<file path="src/cxplsm_pkg.sv">
// Constants, types and helper functions shared by the link status monitor
package cxplsm_pkg;
    localparam int NUM_CONN = 4; // Connections served
    localparam int CNT_W = 16; // Width of every error and test counter
    localparam int DATA_W = 32; // Test packet word width
    localparam int NUM_CNT = 10; // Counters per connection
    localparam int CLK_HZ = 50_000_000; // Core clock rate
    localparam int CYC_PER_MS = CLK_HZ / 1000; // Cycles in one millisecond
    localparam int MS_W = 12; // Width of millisecond counters
    // Pattern times in milliseconds
    localparam logic [MS_W-1:0] FAST_ON_MS = 12'd20;
    localparam logic [MS_W-1:0] FAST_OFF_MS = 12'd60;
    localparam logic [MS_W-1:0] ONE_ON_MS = 12'd200;
    localparam logic [MS_W-1:0] ONE_OFF_MS = 12'd800;
    localparam logic [MS_W-1:0] SLOW_MS = 12'd1000;
    localparam logic [MS_W-1:0] DET_HOLD_MS = 12'd1000;
    localparam logic [MS_W-1:0] ERR_PULSE_MS = 12'd500;
    localparam logic [MS_W-1:0] FAST_PER_MS = FAST_ON_MS + FAST_OFF_MS;
    localparam logic [MS_W-1:0] FAST_ALT_MS = FAST_PER_MS + FAST_PER_MS;
    localparam logic [MS_W-1:0] ONE_PER_MS = ONE_ON_MS + ONE_OFF_MS;
    localparam logic [MS_W-1:0] SLOW_ALT_MS = SLOW_MS * 12'd4;
    localparam logic [1:0] GREEN_GAP_PULSES = 2'd2; // Green pulses between errors
    localparam logic [3:0] TEST_LAST_WORD = 4'hf; // Sixteen words per test packet
    localparam logic [DATA_W-1:0] LFSR_SEED = 32'hffffffff; // Sequence start
    localparam logic [DATA_W-1:0] LFSR_TAPS = 32'h80200003; // Galois feedback
    // Lamp colours
    typedef enum logic [1:0] {
        LAMP_OFF = 2'b00, LAMP_GREEN = 2'b01, LAMP_ORANGE = 2'b10, LAMP_RED = 2'b11
    } cxplsm_color_type;
    // Software lamp modes
    typedef enum logic [1:0] {
        MODE_STANDARD = 2'b00, MODE_DARK = 2'b01, MODE_ERROR_ONLY = 2'b10, MODE_MANUAL = 2'b11
    } cxplsm_mode_type;
    // Counter index within one connection
    typedef enum logic [3:0] {
        CNT_LOCK_LOSS = 4'h0, CNT_SYMBOL = 4'h1, CNT_DUP_CORR = 4'h2, CNT_DUP_UNCORR = 4'h3,
        CNT_CRC_STREAM = 4'h4, CNT_CRC_CONTROL = 4'h5, CNT_CRC_EVENT = 4'h6,
        CNT_TEST_SENT = 4'h7, CNT_TEST_RCVD = 4'h8, CNT_TEST_WORD_ERR = 4'h9
    } cxplsm_cnt_type;
    // Link state levels of one connection
    typedef struct packed {
        logic detecting; logic poc_active; logic incompatible; logic over_current;
        logic connected; logic waiting_event; logic transferring; logic system_error;
    } cxplsm_stat_type;
    // Receiver error pulses of one connection
    typedef struct packed {
        logic lock_loss; logic symbol_err; logic dup_corrected; logic dup_uncorrected;
        logic crc_stream; logic crc_control; logic crc_event;
    } cxplsm_err_type;
    // Blink phases shared by all lamps
    typedef struct packed {
        logic fast_single; logic fast_a; logic fast_b; logic fast_end;
        logic one_hz; logic slow_a; logic slow_b;
    } cxplsm_phase_type;
    // Next value of the test sequence generator
    function automatic logic [DATA_W-1:0] lfsr_next(input logic [DATA_W-1:0] s);
        lfsr_next = {1'b0, s[DATA_W-1:1]} ^ (s[0] ? LFSR_TAPS : '0);
    endfunction
endpackage

</file>
<file path="src/cxplsm_top.sv">
// Top of the link status monitor: lamps, connection test and error counters
module cxplsm_top
    import cxplsm_pkg::*;
#(
    parameter int P_CYC_PER_MS = CYC_PER_MS // Clock cycles per millisecond
) (
    input wire logic i_core_clk,
    input wire logic i_rst,
    input wire cxplsm_mode_type i_lamp_operating_mode,
    input wire logic [NUM_CONN-1:0] i_lamp_manual_pattern,
    input wire cxplsm_stat_type [NUM_CONN-1:0] i_stat,
    input wire cxplsm_err_type [NUM_CONN-1:0] i_err,
    output cxplsm_color_type [NUM_CONN-1:0] o_lamp_color,
    input wire logic [NUM_CONN-1:0] i_test_gen_en,
    output logic [NUM_CONN-1:0] o_test_tx_valid,
    output logic [NUM_CONN-1:0][DATA_W-1:0] o_test_tx_data,
    output logic [NUM_CONN-1:0] o_test_tx_last,
    input wire logic [NUM_CONN-1:0] i_test_tx_ready,
    input wire logic [NUM_CONN-1:0] i_test_rx_valid,
    input wire logic [NUM_CONN-1:0][DATA_W-1:0] i_test_rx_data,
    input wire logic [NUM_CONN-1:0] i_test_rx_last,
    input wire logic [1:0] i_connector_selector,
    input wire cxplsm_cnt_type i_counter_selector,
    input wire logic i_counter_clear,
    output logic [CNT_W-1:0] o_counter_value
);
    logic [31:0] cyc_ff; // Cycles within the current millisecond
    logic [MS_W-1:0] ms_ff; // Millisecond within the slow alternate period
    logic ms_tick; // Last cycle of a millisecond
    cxplsm_phase_type phase; // Shared blink phases
    logic [MS_W-1:0] ms_fast; // Position in fast single period
    logic [MS_W-1:0] ms_falt; // Position in fast alternate period
    logic [MS_W-1:0] ms_one; // Position in 1 Hz period
    logic [3:0] tx_idx_ff [NUM_CONN]; // Word index in packet being sent
    logic [DATA_W-1:0] tx_lfsr_ff [NUM_CONN]; // Generator sequence state
    logic [DATA_W-1:0] rx_lfsr_ff [NUM_CONN]; // Checker sequence state
    logic [CNT_W-1:0] cnt_ff [NUM_CONN][NUM_CNT]; // All counters
    logic [NUM_CNT-1:0] inc [NUM_CONN]; // Counter increment requests
    logic [NUM_CONN-1:0] tx_take; // Generator word accepted
    logic [NUM_CONN-1:0] rx_bad; // Received word mismatched
    logic [NUM_CONN-1:0] lamp_err; // Transfer error for the lamp
    logic [CNT_W-1:0] rd_ff; // Registered counter read

    // Millisecond timebase and blink position
    always_ff @(posedge i_core_clk) begin
        if (i_rst) begin
            cyc_ff <= '0;
            ms_ff <= '0;
        end else if (ms_tick) begin
            cyc_ff <= '0;
            ms_ff <= (ms_ff == SLOW_ALT_MS - 1'b1) ? '0 : ms_ff + 1'b1;
        end else begin
            cyc_ff <= cyc_ff + 1'b1;
        end
    end
    assign ms_tick = (cyc_ff == 32'(P_CYC_PER_MS - 1));

    // Blink phase decode
    always_comb begin
        ms_fast = ms_ff % FAST_PER_MS;
        ms_falt = ms_ff % FAST_ALT_MS;
        ms_one = ms_ff % ONE_PER_MS;
        phase.fast_single = ms_fast < FAST_ON_MS;
        phase.fast_a = ms_falt < FAST_ON_MS;
        phase.fast_b = (ms_falt >= FAST_PER_MS) && (ms_falt < FAST_PER_MS + FAST_ON_MS);
        phase.fast_end = ms_tick && (ms_fast == FAST_ON_MS - 1'b1);
        phase.one_hz = ms_one < ONE_ON_MS;
        phase.slow_a = ms_ff < SLOW_MS;
        phase.slow_b = (ms_ff >= SLOW_MS * 2) && (ms_ff < SLOW_MS * 3);
    end

    // One lamp per connection
    for (genvar c = 0; c < NUM_CONN; c++) begin : g_lamp
        cxplsm_stat_type st;
        always_comb begin
            st = i_stat[c];
        end
        cxplsm_lamp u_lamp (
            .i_core_clk(i_core_clk),
            .i_rst(i_rst),
            .i_ms_tick(ms_tick),
            .i_phase(phase),
            .i_stat(st),
            .i_err_evt(lamp_err[c]),
            .i_mode(i_lamp_operating_mode),
            .i_manual_bit(i_lamp_manual_pattern[c]),
            .i_test_active(o_test_tx_valid[c]),
            .o_color(o_lamp_color[c])
        );
    end

    // Test generator: sequence words in fixed-length packets
    always_ff @(posedge i_core_clk) begin
        for (int c = 0; c < NUM_CONN; c++) begin
            if (i_rst) begin
                tx_idx_ff[c] <= '0;
                tx_lfsr_ff[c] <= LFSR_SEED;
            end else if (tx_take[c]) begin
                tx_idx_ff[c] <= tx_idx_ff[c] + 1'b1;
                tx_lfsr_ff[c] <= (tx_idx_ff[c] == TEST_LAST_WORD) ? LFSR_SEED : lfsr_next(tx_lfsr_ff[c]);
            end
        end
    end

    // Checker: local sequence restarts after each packet
    always_ff @(posedge i_core_clk) begin
        for (int c = 0; c < NUM_CONN; c++) begin
            if (i_rst) begin
                rx_lfsr_ff[c] <= LFSR_SEED;
            end else if (i_test_rx_valid[c]) begin
                rx_lfsr_ff[c] <= i_test_rx_last[c] ? LFSR_SEED : lfsr_next(rx_lfsr_ff[c]);
            end
        end
    end

    // Generator handshake and increment requests
    always_comb begin
        for (int c = 0; c < NUM_CONN; c++) begin
            o_test_tx_valid[c] = i_test_gen_en[c] || (tx_idx_ff[c] != '0); // Packet always finishes
            o_test_tx_data[c] = tx_lfsr_ff[c];
            o_test_tx_last[c] = (tx_idx_ff[c] == TEST_LAST_WORD);
            tx_take[c] = o_test_tx_valid[c] && i_test_tx_ready[c];
            rx_bad[c] = i_test_rx_valid[c] && (i_test_rx_data[c] != rx_lfsr_ff[c]);
            inc[c] = '0;
            inc[c][CNT_LOCK_LOSS] = i_err[c].lock_loss;
            inc[c][CNT_SYMBOL] = i_err[c].symbol_err;
            inc[c][CNT_DUP_CORR] = i_err[c].dup_corrected;
            inc[c][CNT_DUP_UNCORR] = i_err[c].dup_uncorrected;
            inc[c][CNT_CRC_STREAM] = i_err[c].crc_stream;
            inc[c][CNT_CRC_CONTROL] = i_err[c].crc_control;
            inc[c][CNT_CRC_EVENT] = i_err[c].crc_event;
            inc[c][CNT_TEST_SENT] = tx_take[c] && o_test_tx_last[c];
            inc[c][CNT_TEST_RCVD] = i_test_rx_valid[c] && i_test_rx_last[c];
            inc[c][CNT_TEST_WORD_ERR] = rx_bad[c];
            lamp_err[c] = i_err[c].symbol_err || i_err[c].dup_uncorrected || i_err[c].crc_stream
                          || i_err[c].crc_control || i_err[c].crc_event;
        end
    end

    // Saturating counters; a clear with a same-cycle increment leaves a count of one
    always_ff @(posedge i_core_clk) begin
        for (int c = 0; c < NUM_CONN; c++) begin
            for (int k = 0; k < NUM_CNT; k++) begin
                if (i_rst) begin
                    cnt_ff[c][k] <= '0;
                end else if (i_counter_clear && i_connector_selector == 2'(c)
                             && i_counter_selector == 4'(k)) begin
                    cnt_ff[c][k] <= inc[c][k] ? CNT_W'(1) : '0;
                end else if (inc[c][k] && cnt_ff[c][k] != '1) begin
                    cnt_ff[c][k] <= cnt_ff[c][k] + 1'b1;
                end
            end
        end
    end

    // Counter read through the connector selector
    always_ff @(posedge i_core_clk) begin
        if (i_rst) begin
            rd_ff <= '0;
        end else if (i_counter_selector > CNT_TEST_WORD_ERR) begin // Unused index reads zero
            rd_ff <= '0;
        end else begin
            rd_ff <= cnt_ff[i_connector_selector][i_counter_selector];
        end
    end
    assign o_counter_value = rd_ff;

    a_lock_loss_count: assert property (@(posedge i_core_clk) disable iff (i_rst)
        i_err[1].lock_loss && !i_counter_clear && cnt_ff[1][CNT_LOCK_LOSS] != '1
        |=> cnt_ff[1][CNT_LOCK_LOSS] == $past(cnt_ff[1][CNT_LOCK_LOSS]) + 1'b1)
        else $error("lock loss not counted");
    a_dup_uncorr_count: assert property (@(posedge i_core_clk) disable iff (i_rst)
        i_err[1].dup_uncorrected && !i_counter_clear && cnt_ff[1][CNT_DUP_UNCORR] != '1
        |=> cnt_ff[1][CNT_DUP_UNCORR] == $past(cnt_ff[1][CNT_DUP_UNCORR]) + 1'b1)
        else $error("uncorrected mismatch not counted");
    a_crc_ctrl_count: assert property (@(posedge i_core_clk) disable iff (i_rst)
        !i_err[0].crc_control && !(i_counter_clear && i_connector_selector == 2'd0)
        |=> $stable(cnt_ff[0][CNT_CRC_CONTROL]))
        else $error("control checksum counter moved without cause");
    a_clear_selected: assert property (@(posedge i_core_clk) disable iff (i_rst)
        i_counter_clear && i_connector_selector == 2'd1 && i_counter_selector == CNT_SYMBOL
        && !i_err[1].symbol_err && !i_err[1].lock_loss
        |=> cnt_ff[1][CNT_SYMBOL] == '0 && $stable(cnt_ff[1][CNT_LOCK_LOSS]))
        else $error("counter clear misapplied");
    a_sent_packet: assert property (@(posedge i_core_clk) disable iff (i_rst)
        tx_take[0] && o_test_tx_last[0] && !i_counter_clear && cnt_ff[0][CNT_TEST_SENT] != '1
        |=> cnt_ff[0][CNT_TEST_SENT] == $past(cnt_ff[0][CNT_TEST_SENT]) + 1'b1
        && o_test_tx_data[0] == LFSR_SEED)
        else $error("sent packet not counted");
    a_rx_word_err: assert property (@(posedge i_core_clk) disable iff (i_rst)
        i_test_rx_valid[0] && i_test_rx_data[0] != rx_lfsr_ff[0] && !i_counter_clear
        && cnt_ff[0][CNT_TEST_WORD_ERR] != '1
        |=> cnt_ff[0][CNT_TEST_WORD_ERR] == $past(cnt_ff[0][CNT_TEST_WORD_ERR]) + 1'b1)
        else $error("word mismatch not counted");
    a_dark_mode: assert property (@(posedge i_core_clk) disable iff (i_rst)
        (i_lamp_operating_mode == MODE_DARK) [*2] |-> o_lamp_color == '0)
        else $error("lamp lit in dark mode");
    a_manual_bit: assert property (@(posedge i_core_clk) disable iff (i_rst)
        i_lamp_operating_mode == MODE_MANUAL |=> o_lamp_color[0]
        == ($past(i_lamp_manual_pattern[0]) ? LAMP_ORANGE : LAMP_OFF))
        else $error("manual lamp bit not followed");
    a_overcurrent_red: assert property (@(posedge i_core_clk) disable iff (i_rst)
        i_stat[0].over_current && i_lamp_operating_mode == MODE_STANDARD |=> o_lamp_color[0] == LAMP_RED)
        else $error("over-current not red");
endmodule // cxplsm_top

</file>
<file path="src/cxplsm_lamp.sv">
// One connection lamp: state to colour, hold timers and error pulse spacing
module cxplsm_lamp
    import cxplsm_pkg::*;
(
    input wire logic i_core_clk,
    input wire logic i_rst,
    input wire logic i_ms_tick,
    input wire cxplsm_phase_type i_phase,
    input wire cxplsm_stat_type i_stat,
    input wire logic i_err_evt,
    input wire cxplsm_mode_type i_mode,
    input wire logic i_manual_bit,
    input wire logic i_test_active, // Test packets being sent on this connection
    output cxplsm_color_type o_color
);
    logic [MS_W-1:0] hold_ms_ff; // Detection display hold
    logic det_poc_ff; // Power state seen during detection
    logic det_prev_ff; // Detection level last cycle
    logic [MS_W-1:0] err_ms_ff; // Red pulse time left
    logic pend_ff; // Error waiting to be shown
    logic recov_ff; // Green pulses after a red pulse
    logic lit_seen_ff; // Green lit phase seen in recovery
    logic [1:0] gap_cnt_ff; // Green pulses shown
    cxplsm_color_type color_ff;
    cxplsm_color_type nxt_color;
    logic det_show;
    logic err_start;

    // Lit colour on either half of an alternate pattern
    function automatic cxplsm_color_type pick2(input logic a, input logic b,
                                               input cxplsm_color_type c1,
                                               input cxplsm_color_type c2);
        pick2 = a ? c1 : (b ? c2 : LAMP_OFF);
    endfunction

    assign det_show = i_stat.detecting || (hold_ms_ff != '0);
    // Pulse starts on a tick so it lasts whole milliseconds
    assign err_start = pend_ff && (err_ms_ff == '0) && !recov_ff && i_ms_tick;

    // Detection hold, loaded at detection start
    always_ff @(posedge i_core_clk) begin
        if (i_rst) begin
            hold_ms_ff <= '0;
            det_prev_ff <= 1'b0;
            det_poc_ff <= 1'b0;
        end else begin
            det_prev_ff <= i_stat.detecting;
            if (i_stat.detecting) begin
                det_poc_ff <= i_stat.poc_active;
            end
            if (i_stat.detecting && !det_prev_ff) begin
                hold_ms_ff <= DET_HOLD_MS;
            end else if (i_ms_tick && hold_ms_ff != '0) begin
                hold_ms_ff <= hold_ms_ff - 1'b1;
            end
        end
    end

    // Red error pulse and the green gap that follows it
    always_ff @(posedge i_core_clk) begin
        if (i_rst) begin
            err_ms_ff <= '0;
            pend_ff <= 1'b0;
            recov_ff <= 1'b0;
            lit_seen_ff <= 1'b0;
            gap_cnt_ff <= '0;
        end else begin
            pend_ff <= i_err_evt || (pend_ff && !err_start); // New event beats the clear
            if (err_start) begin
                err_ms_ff <= ERR_PULSE_MS;
            end else if (i_ms_tick && err_ms_ff != '0) begin
                err_ms_ff <= err_ms_ff - 1'b1;
                if (err_ms_ff == 12'd1) begin // Pulse over, start the green gap
                    recov_ff <= 1'b1;
                    gap_cnt_ff <= '0;
                    lit_seen_ff <= 1'b0;
                end
            end else if (recov_ff) begin
                if (i_phase.fast_single) begin
                    lit_seen_ff <= 1'b1;
                end
                if (i_phase.fast_end && lit_seen_ff) begin
                    lit_seen_ff <= 1'b0;
                    gap_cnt_ff <= gap_cnt_ff + 1'b1;
                    if (gap_cnt_ff + 1'b1 == GREEN_GAP_PULSES) begin
                        recov_ff <= 1'b0;
                    end
                end
            end
        end
    end

    // Colour selection by priority, then lamp mode
    always_comb begin
        cxplsm_color_type err_col;
        logic err_on;
        err_on = 1'b1;
        err_col = LAMP_OFF;
        if (i_stat.over_current) begin
            err_col = LAMP_RED;
        end else if (i_stat.system_error) begin
            err_col = i_phase.fast_single ? LAMP_RED : LAMP_OFF;
        end else if (err_ms_ff != '0) begin
            err_col = LAMP_RED;
        end else if (recov_ff) begin
            err_col = i_phase.fast_single ? LAMP_GREEN : LAMP_OFF;
        end else if (i_stat.incompatible) begin
            err_col = pick2(i_phase.slow_a, i_phase.slow_b, LAMP_RED,
                            i_stat.poc_active ? LAMP_GREEN : LAMP_ORANGE);
        end else begin
            err_on = 1'b0;
        end
        nxt_color = err_col; // Off unless an error state wins
        if (!err_on) begin
            if (i_stat.connected && !det_show) begin
                if (i_stat.transferring) begin
                    nxt_color = i_phase.fast_single ? LAMP_GREEN : LAMP_OFF;
                end else if (i_stat.waiting_event) begin
                    nxt_color = i_phase.one_hz ? LAMP_ORANGE : LAMP_OFF;
                end else begin
                    nxt_color = LAMP_GREEN;
                end
            end
            if (det_show) begin
                nxt_color = det_poc_ff ? pick2(i_phase.fast_a, i_phase.fast_b, LAMP_GREEN, LAMP_ORANGE)
                                       : (i_phase.fast_single ? LAMP_ORANGE : LAMP_OFF);
            end
            if (i_test_active) begin // Test traffic beats detection and link state
                nxt_color = pick2(i_phase.slow_a, i_phase.slow_b, LAMP_GREEN, LAMP_ORANGE);
            end
        end
        case (i_mode)
            MODE_STANDARD: nxt_color = nxt_color;
            MODE_DARK: nxt_color = LAMP_OFF;
            MODE_ERROR_ONLY: nxt_color = err_on ? err_col : LAMP_OFF;
            MODE_MANUAL: nxt_color = i_manual_bit ? LAMP_ORANGE : LAMP_OFF;
            default: nxt_color = LAMP_OFF;
        endcase
    end

    // Registered lamp drive
    always_ff @(posedge i_core_clk) begin
        if (i_rst) begin
            color_ff <= LAMP_OFF;
        end else begin
            color_ff <= nxt_color;
        end
    end
    assign o_color = color_ff;

    // Error pulse loads its full length and shows red two cycles after it starts
    a_err_pulse_red: assert property (@(posedge i_core_clk) disable iff (i_rst)
        err_start && i_mode == MODE_STANDARD && !i_stat.over_current && !i_stat.system_error
        |=> (err_ms_ff == ERR_PULSE_MS) ##1 (o_color == LAMP_RED || i_mode != MODE_STANDARD
        || i_stat.over_current || i_stat.system_error))
        else $error("error pulse not shown red");
endmodule // cxplsm_lamp

</file>
<file path="config.mk">
export PLATFORM = sky130hd
export DESIGN_NAME = cxplsm_top
export DESIGN_NICKNAME = d
export VERILOG_FILES = /design/src/cxplsm_pkg.sv /design/src/cxplsm_top.sv /design/src/cxplsm_lamp.sv
export SDC_FILE = /design/constraint.sdc
export NUM_CORES = 2
export LEC_CHECK = 0
export ABC_AREA = 1
export BUFFER_PORTS_ARGS = -buffer_cell sky130_fd_sc_hd__buf_2
export CAP_MARGIN = 20
export CORE_MARGIN = 2
export CORE_UTILIZATION = 55
export CTS_BUF_LIST = sky130_fd_sc_hd__clkbuf_4 sky130_fd_sc_hd__clkbuf_8
export DETAILED_ROUTE_END_ITERATION = 8
export PLACE_DENSITY = 0.72
export SLEW_MARGIN = 20
export SYNTH_ARGS = -nofsm -noshare
export SYNTH_HDL_FRONTEND = slang
export SYNTH_SLANG_ARGS = --single-unit
</file>
<file path="constraint.sdc">
create_clock -name i_core_clk -period 5.45 [get_ports i_core_clk]
set_input_delay 0.545 -clock i_core_clk [delete_from_list [all_inputs] [get_ports i_core_clk]]
set_output_delay 0.545 -clock i_core_clk [all_outputs]
set_load 0.03 [all_outputs]
</file>
# --- After elaboration in Yosys (flattened, before gate mapping) ---
# Memories as Yosys holds them, arrays and structs flattened.
# Index checks and enable logic that the tools add are counted.
totals:
  regBits: 192
  ramBits: 912
  in_bits: 219
  word_cells: 1176
  memories: 4
classes:
  addsub: 58
  div: 3
  order_cmp: 10
  eq_ne: 78
  n_mux: 627
  n_bitwise: 105
  n_reduce_logical: 244
mem_list:
  columns: ["memory", "words", "width", "rd", "rd_clocked_by_memory_dff", "wr", "line_no", "text"]
  rows:
  - ["cnt_ff", 4, 160, 5, 0, 4, "cxplsm_top.sv:37", "logic [CNT_W-1:0] cnt_ff [NUM_CONN][NUM_CNT];"]
  - ["rx_lfsr_ff", 4, 32, 4, 0, 4, "cxplsm_top.sv:36", "logic [DATA_W-1:0] rx_lfsr_ff [NUM_CONN];"]
  - ["tx_lfsr_ff", 4, 32, 4, 0, 4, "cxplsm_top.sv:35", "logic [DATA_W-1:0] tx_lfsr_ff [NUM_CONN];"]
  - ["tx_idx_ff", 4, 4, 4, 0, 4, "cxplsm_top.sv:34", "logic [3:0] tx_idx_ff [NUM_CONN];"]
ops:
  columns: ["op", "n"]
  rows:
  - ["$mux 16", 82]
  - ["$mux 32", 24]
  - ["$add 16x1->16 const B", 40]
  - ["$ne 16x16->1 const B", 40]
  - ["$mux 1", 404]
  - ["$xor 31x32->32", 8]
  - ["$mux 2", 91]
  - ["$logic_and 1x1->1", 139]
  - ["$ne 32x32->1", 4]
  - ["$reduce_bool 12->1", 8]
  - ["$sub 12x1->12 const B", 8]
  - ["$or 1x1->1", 92]
  - ["$mux 10", 8]
  - ["$mux 9", 8]
  - ["$bmux 16 s4", 1]
  - ["$eq 12x1->1 const B", 4]
  - ["$logic_not 12->1", 4]
  - ["$add 32x1->32 const B", 1]
  - ["$eq 32x16->1 const B", 1]
  - ["$pmux 2 s4", 4]
  - ["$reduce_and 4->1", 8]
  - ["$reduce_bool 2->1", 16]
  - ["$logic_or 1x1->1", 28]
  - ["$eq 4x4->1 const B", 6]
  - ["34 further kinds", 96]

# --- Logic depth before layout (Yosys ltp) ---
logic_depth:
  ltp_word: 14
  ltp_mapped: 35
  mapped_depth_nobuf: 34

# --- Cells and area by module ---
# A second synthesis with hierarchy kept.
hier_totals:
  hier_cells: 7415
  area_unflattened_um2: 62757.7
by_module_without_submodules:
  columns: ["module", "n_inst", "cells_each", "area_each_um2", "seq_area_each_um2"]
  rows:
  - ["cxplsm_top", 1, 6139, 54204.5, 28587.4]
  - ["cxplsm_lamp", 4, 319, 2138.3, 660.6]

# --- Least setup slack after synthesis ---
# Ideal clock, no wire load.
synth_timing:
  path_type: "register to register"
  start: "memory cnt_ff[3][144] in the netlist's numbering"
  end: "memory cnt_ff[3][144] in the netlist's numbering (enable)"
  arrival_time_ns: 2.829
  required_time_ns: 5.085
  setup_slack_ns: 2.256
  stages_incl_launch_ff: 14
  path_buffers: 1
  cell_sequence: "edfxtp_1 > ha_1 > nand2_1 > nor2_1 > inv_1 > nor2_1 > nand2_1 > nor4_1 > nand3_1 > nor3_1 > nand2_1 > o311ai_1 > clkbuf_1 > nand2_1"
synth_rtl:
  columns: ["item", "line_no"]
  rows:
  - ["start: declaration", "cxplsm_top.sv:37"]

# --- Final worst setup path ---
layout_timing:
  start: "register ms_ff[11]"
  end: "register g_lamp[1].u_lamp.color_ff[1]"
layout_via:
  elab_chain_cells: 14
  word_cells_on_any_way: 36
  cone_classes: "3 x div; 8 x order compare; 23 x mux; 2 x reduce/logical"
layout_rtl:
  columns: ["item", "line_no", "text"]
  rows:
  - ["start: declaration", "cxplsm_top.sv:28", "logic [MS_W-1:0] ms_ff;"]
  - ["start signal: assignment", "cxplsm_top.sv:51", "ms_ff <= (ms_ff == SLOW_ALT_MS - 1'b1) ? '0 : ms_ff + 1'b1;"]
  - ["parallel branches: the longest is 13 deep, another holds $mod 12x7->12", null, null]
  - ["$pmux 2 s4 *", "cxplsm_lamp.sv:132", "case (i_mode)"]
  - ["end signal: assignment", "cxplsm_lamp.sv:146", "color_ff <= nxt_color;"]
  - ["end: declaration", "cxplsm_lamp.sv:24", "cxplsm_color_type color_ff;"]
# Mark *: on every way between the ends.
# A chain may end at the register's enable or synchronous reset.

==> out/qor.csv <==
metric,value,unit
finalSetupViolCount,0,
ant_nets,0,
fin_area,0.0689,mm²
clk_pin_slew_worst_paths,0.07,ns
min_path_cells,6,
syn-num-nets,7528,
crit_path_start,ms_ff[11],
globalplace.congestion,0.977,
area_growth,12.1,%
drcViolationCount,0,
post-dp-hpwl,128,mm
p_leak,27.8,nW
reg2regPathDepth,29,
async_flop_share,0,%
vdd_drop_max,0.000217,V
start_util,55.5,%
clk-insertion-delay-late,0.88,ns
timing.slew.headroom,19.7,%
r2r-start,ms_ff[11],
drt_first_pass_iters,6,
yosysWarnings,0,
cts_buffer_depth,3,
cp_slowest_cell,dlygate4sd3_1,
yosys.area_share.simple,24.1,%
ys_ff_latch,1104,
netlist_instances,7242,
drt-initial-drc-count,5144,
fmax,236,MHz
grt_start_max_net_pins,119,
drv_cap,0,
io_buffers,378,
power.density,282,mW/mm²
synthDistinctLibCells,66,
drv_slew,0,
num_vias,52900,
hold_viol_final,0,
seq_area_frac_synth,50.8,%
fin_crit_sh,77.7,%
min_period,4.23,ns
wl,176,mm
max_stage_delay,0.60,ns
h-tree-depth,4,
synth_compound_area_share,10.2,%
worstHoldPathType,primary input to register,
skew,0.0444,ns
avgRoutedWirePerCell,18.9,µm
cp_max_fo,11,
core,0.111,mm²
synthMuxAreaShare,0,%
synth_top_family_by_area,simple AND/OR/NAND/NOR gates,
drive_gt1_share,11.1,%
synth_xor_area_share,5.03,%
die-area,0.114,mm²
grt_pass1_vias,49800,
post-cts-setup-buffers,0,
synth_area,0.0615,mm²
tns,0,ns
cts-root-buf,clkbuf_8,
worstMarginPinSlew,1.20,ns
rsz0062_at_grt,false,
synth-edff-count,912,
arrival,5.00,ns
tritoncts,done,
hold_start,i_stat[28],
grt_pass1_wl,272,mm
clock_sinks,1104,
critPathKind,register to register,
io_pins,379,
synth_ff_type,edfxtp_1,
num_rows,122,
critPathLaunchType,register,
dpl_cell_area,0.0649,mm²
fp.dieH,338,µm
critPathCaptureType,register,
grt.total_usage,29.9,%
grt_overflow,0,
outcome,finished clean,
syn_area_per_cell,8.49,µm²
final_nets,7969,
critPathMostFrequentCell,nand2_1,
worstPathRequired,6.22,ns
cts_made_buffers,187,
die_w,338,µm
synth_fa_ha_area_share,1.36,%
routed_via_density,5.67,
antenna_found_initial,22,
whs,0.0962,ns
cell families after synthesis:
family	count (synthesis)
xor gates and xnor gates	353
buffers and inverters	1396
adders and majority gates	67
and+or+nand+nor	3316
AOI/OAI and AO/OA	1006
DFF	1104
path summary, 6_finish.rpt:
check / slack [ns] / to
max: 1.22 / g_lamp[1].u_lamp.o_color[1]
min: 0.1 / g_lamp[3].u_lamp.o_color[0]
max reg2reg: 1.22 / g_lamp[1].u_lamp.o_color[1]
min reg2reg: 0.46 / cyc_ff[0]
registers in the layout (all words and copies together) (netlist names), 12 cells and up:
register                  count
tx_lfsr_ff                  128
g_lamp.u_lamp.err_ms_ff      48
cyc_ff                       32
rx_lfsr_ff                  128
cnt_ff                      640
o_counter_value              16
g_lamp.u_lamp.hold_ms_ff     48
tx_idx_ff                    16
ms_ff                        12
cell usage after synthesis, types with 8 or more instances:
cell type | instances | share of area (%)
inv_1 | 1182 | 7.2
or2_2 | 59 | 0.60
nand3_2 | 10 | 0.16
o21a_1 | 12 | 0.15
nor4_1 | 78 | 0.79
clkbuf_1 | 150 | 0.92
nand3_1 | 294 | 2.4
o211ai_1 | 9 | 0.11
o31ai_1 | 8 | 0.098
nand2_2 | 10 | 0.10
a21oi_1 | 279 | 2.3
a31oi_1 | 62 | 0.63
and3_1 | 17 | 0.17
nand4_1 | 148 | 1.5
nor3_1 | 303 | 2.5
a22oi_1 | 115 | 1.4
xnor2_1 | 142 | 2.0
inv_2 | 17 | 0.10
o32ai_1 | 8 | 0.11
buf_1 | 27 | 0.16
o22ai_1 | 95 | 0.97
a211oi_1 | 29 | 0.35
a221oi_1 | 37 | 0.53
xor2_1 | 211 | 3.0
nand2_1 | 1312 | 8.0
dfxtp_1 | 192 | 6.3
o21ai_1 | 9 | 0.073
clkinv_1 | 9 | 0.055
ha_1 | 67 | 1.4
buf_4 | 9 | 0.11
nor2_1 | 893 | 5.5
o21ai_0 | 228 | 1.9
nand3b_1 | 19 | 0.23
o2111ai_1 | 12 | 0.17
nor3b_1 | 150 | 1.8
o221ai_1 | 58 | 0.83
edfxtp_1 | 912 | 45
layer usage:
layer | part of all wire, % | track usage (%)
met1 | 40 | 39.2
met4 | 4.1 | 13.1
met3 | 10 | 7.59
met5 | 0.093 | 0
met2 | 45 | 46.9
power by group:
group / internal, W / switching (W)
registers: 0.00958 / 0.000380
logic: 0.000543 / 0.00127
clock network: 0.00412 / 0.00355
total: 0.0142 / 0.00520
cell type report:
type                            instances  area [µm²]
Antenna cell                           11        27.5
Clock buffer                          281        3380
Clock inverter                         53         398
Fill cell                            9607       41900
Inverter                             1208        4540
Multi-Input combinational cell       4742       25100
Sequential cell                      1104       31200
Tap cell                             1488        1860
Timing Repair Buffer                  440        2430
what timing repair did:
item	CTS	global route
hold endpoints to repair	20	0
resized for setup	0	0
hold buffers	20	0
worst max-delay path, delay by kind of cell, from the launching register on:
family / cells / cell delay [ns]
AO/OA/AOI/OAI: 3 / 0.47
flip-flops: 1 / 0.58
AND/OR/NAND/NOR: 24 / 2.28
buffers and inverters: 2 / 0.79
stage by stage:
step | utilization (%) | total power (W) | instances | worst slack (ns)
3_5_place_dp | 58.6 | 0.0119 | 8961 | 1.10
4_1_cts | 62.2 | 0.0195 | 9315 | 1.29
5_1_grt | 62.2 | 0.0201 | 9322 | 0.681
6_report | 62.2 | 0.0194 | 9327 | 1.22
2_1_floorplan | - | 0.0111 | 7242 | 2.26
3_3_place_gp | 58.6 | 0.0118 | 8961 | 1.19
cell usage in the layout, fill, tap and decap left out, drive strengths merged, types with 47 or more instances in the layout:
cell | netlist | final
nor2 | 900 | 900
or2 | 59 | 59
nand2 | 1324 | 1324
nor3 | 305 | 305
xor2 | 211 | 211
ha | 67 | 67
nor4 | 79 | 79
xnor2 | 142 | 142
nand4 | 148 | 148
a31oi | 62 | 62
clkinv | 9 | 47
clkbuf | 150 | 281
nand3 | 304 | 304
o21ai | 240 | 240
inv | 1199 | 1211
nor3b | 150 | 150
edfxtp | 912 | 912
o22ai | 95 | 95
a21oi | 280 | 280
dfxtp | 192 | 192
a22oi | 115 | 115
o221ai | 58 | 58
buf | 38 | 420
No activity file was read; power rests on OpenSTA's default activity.
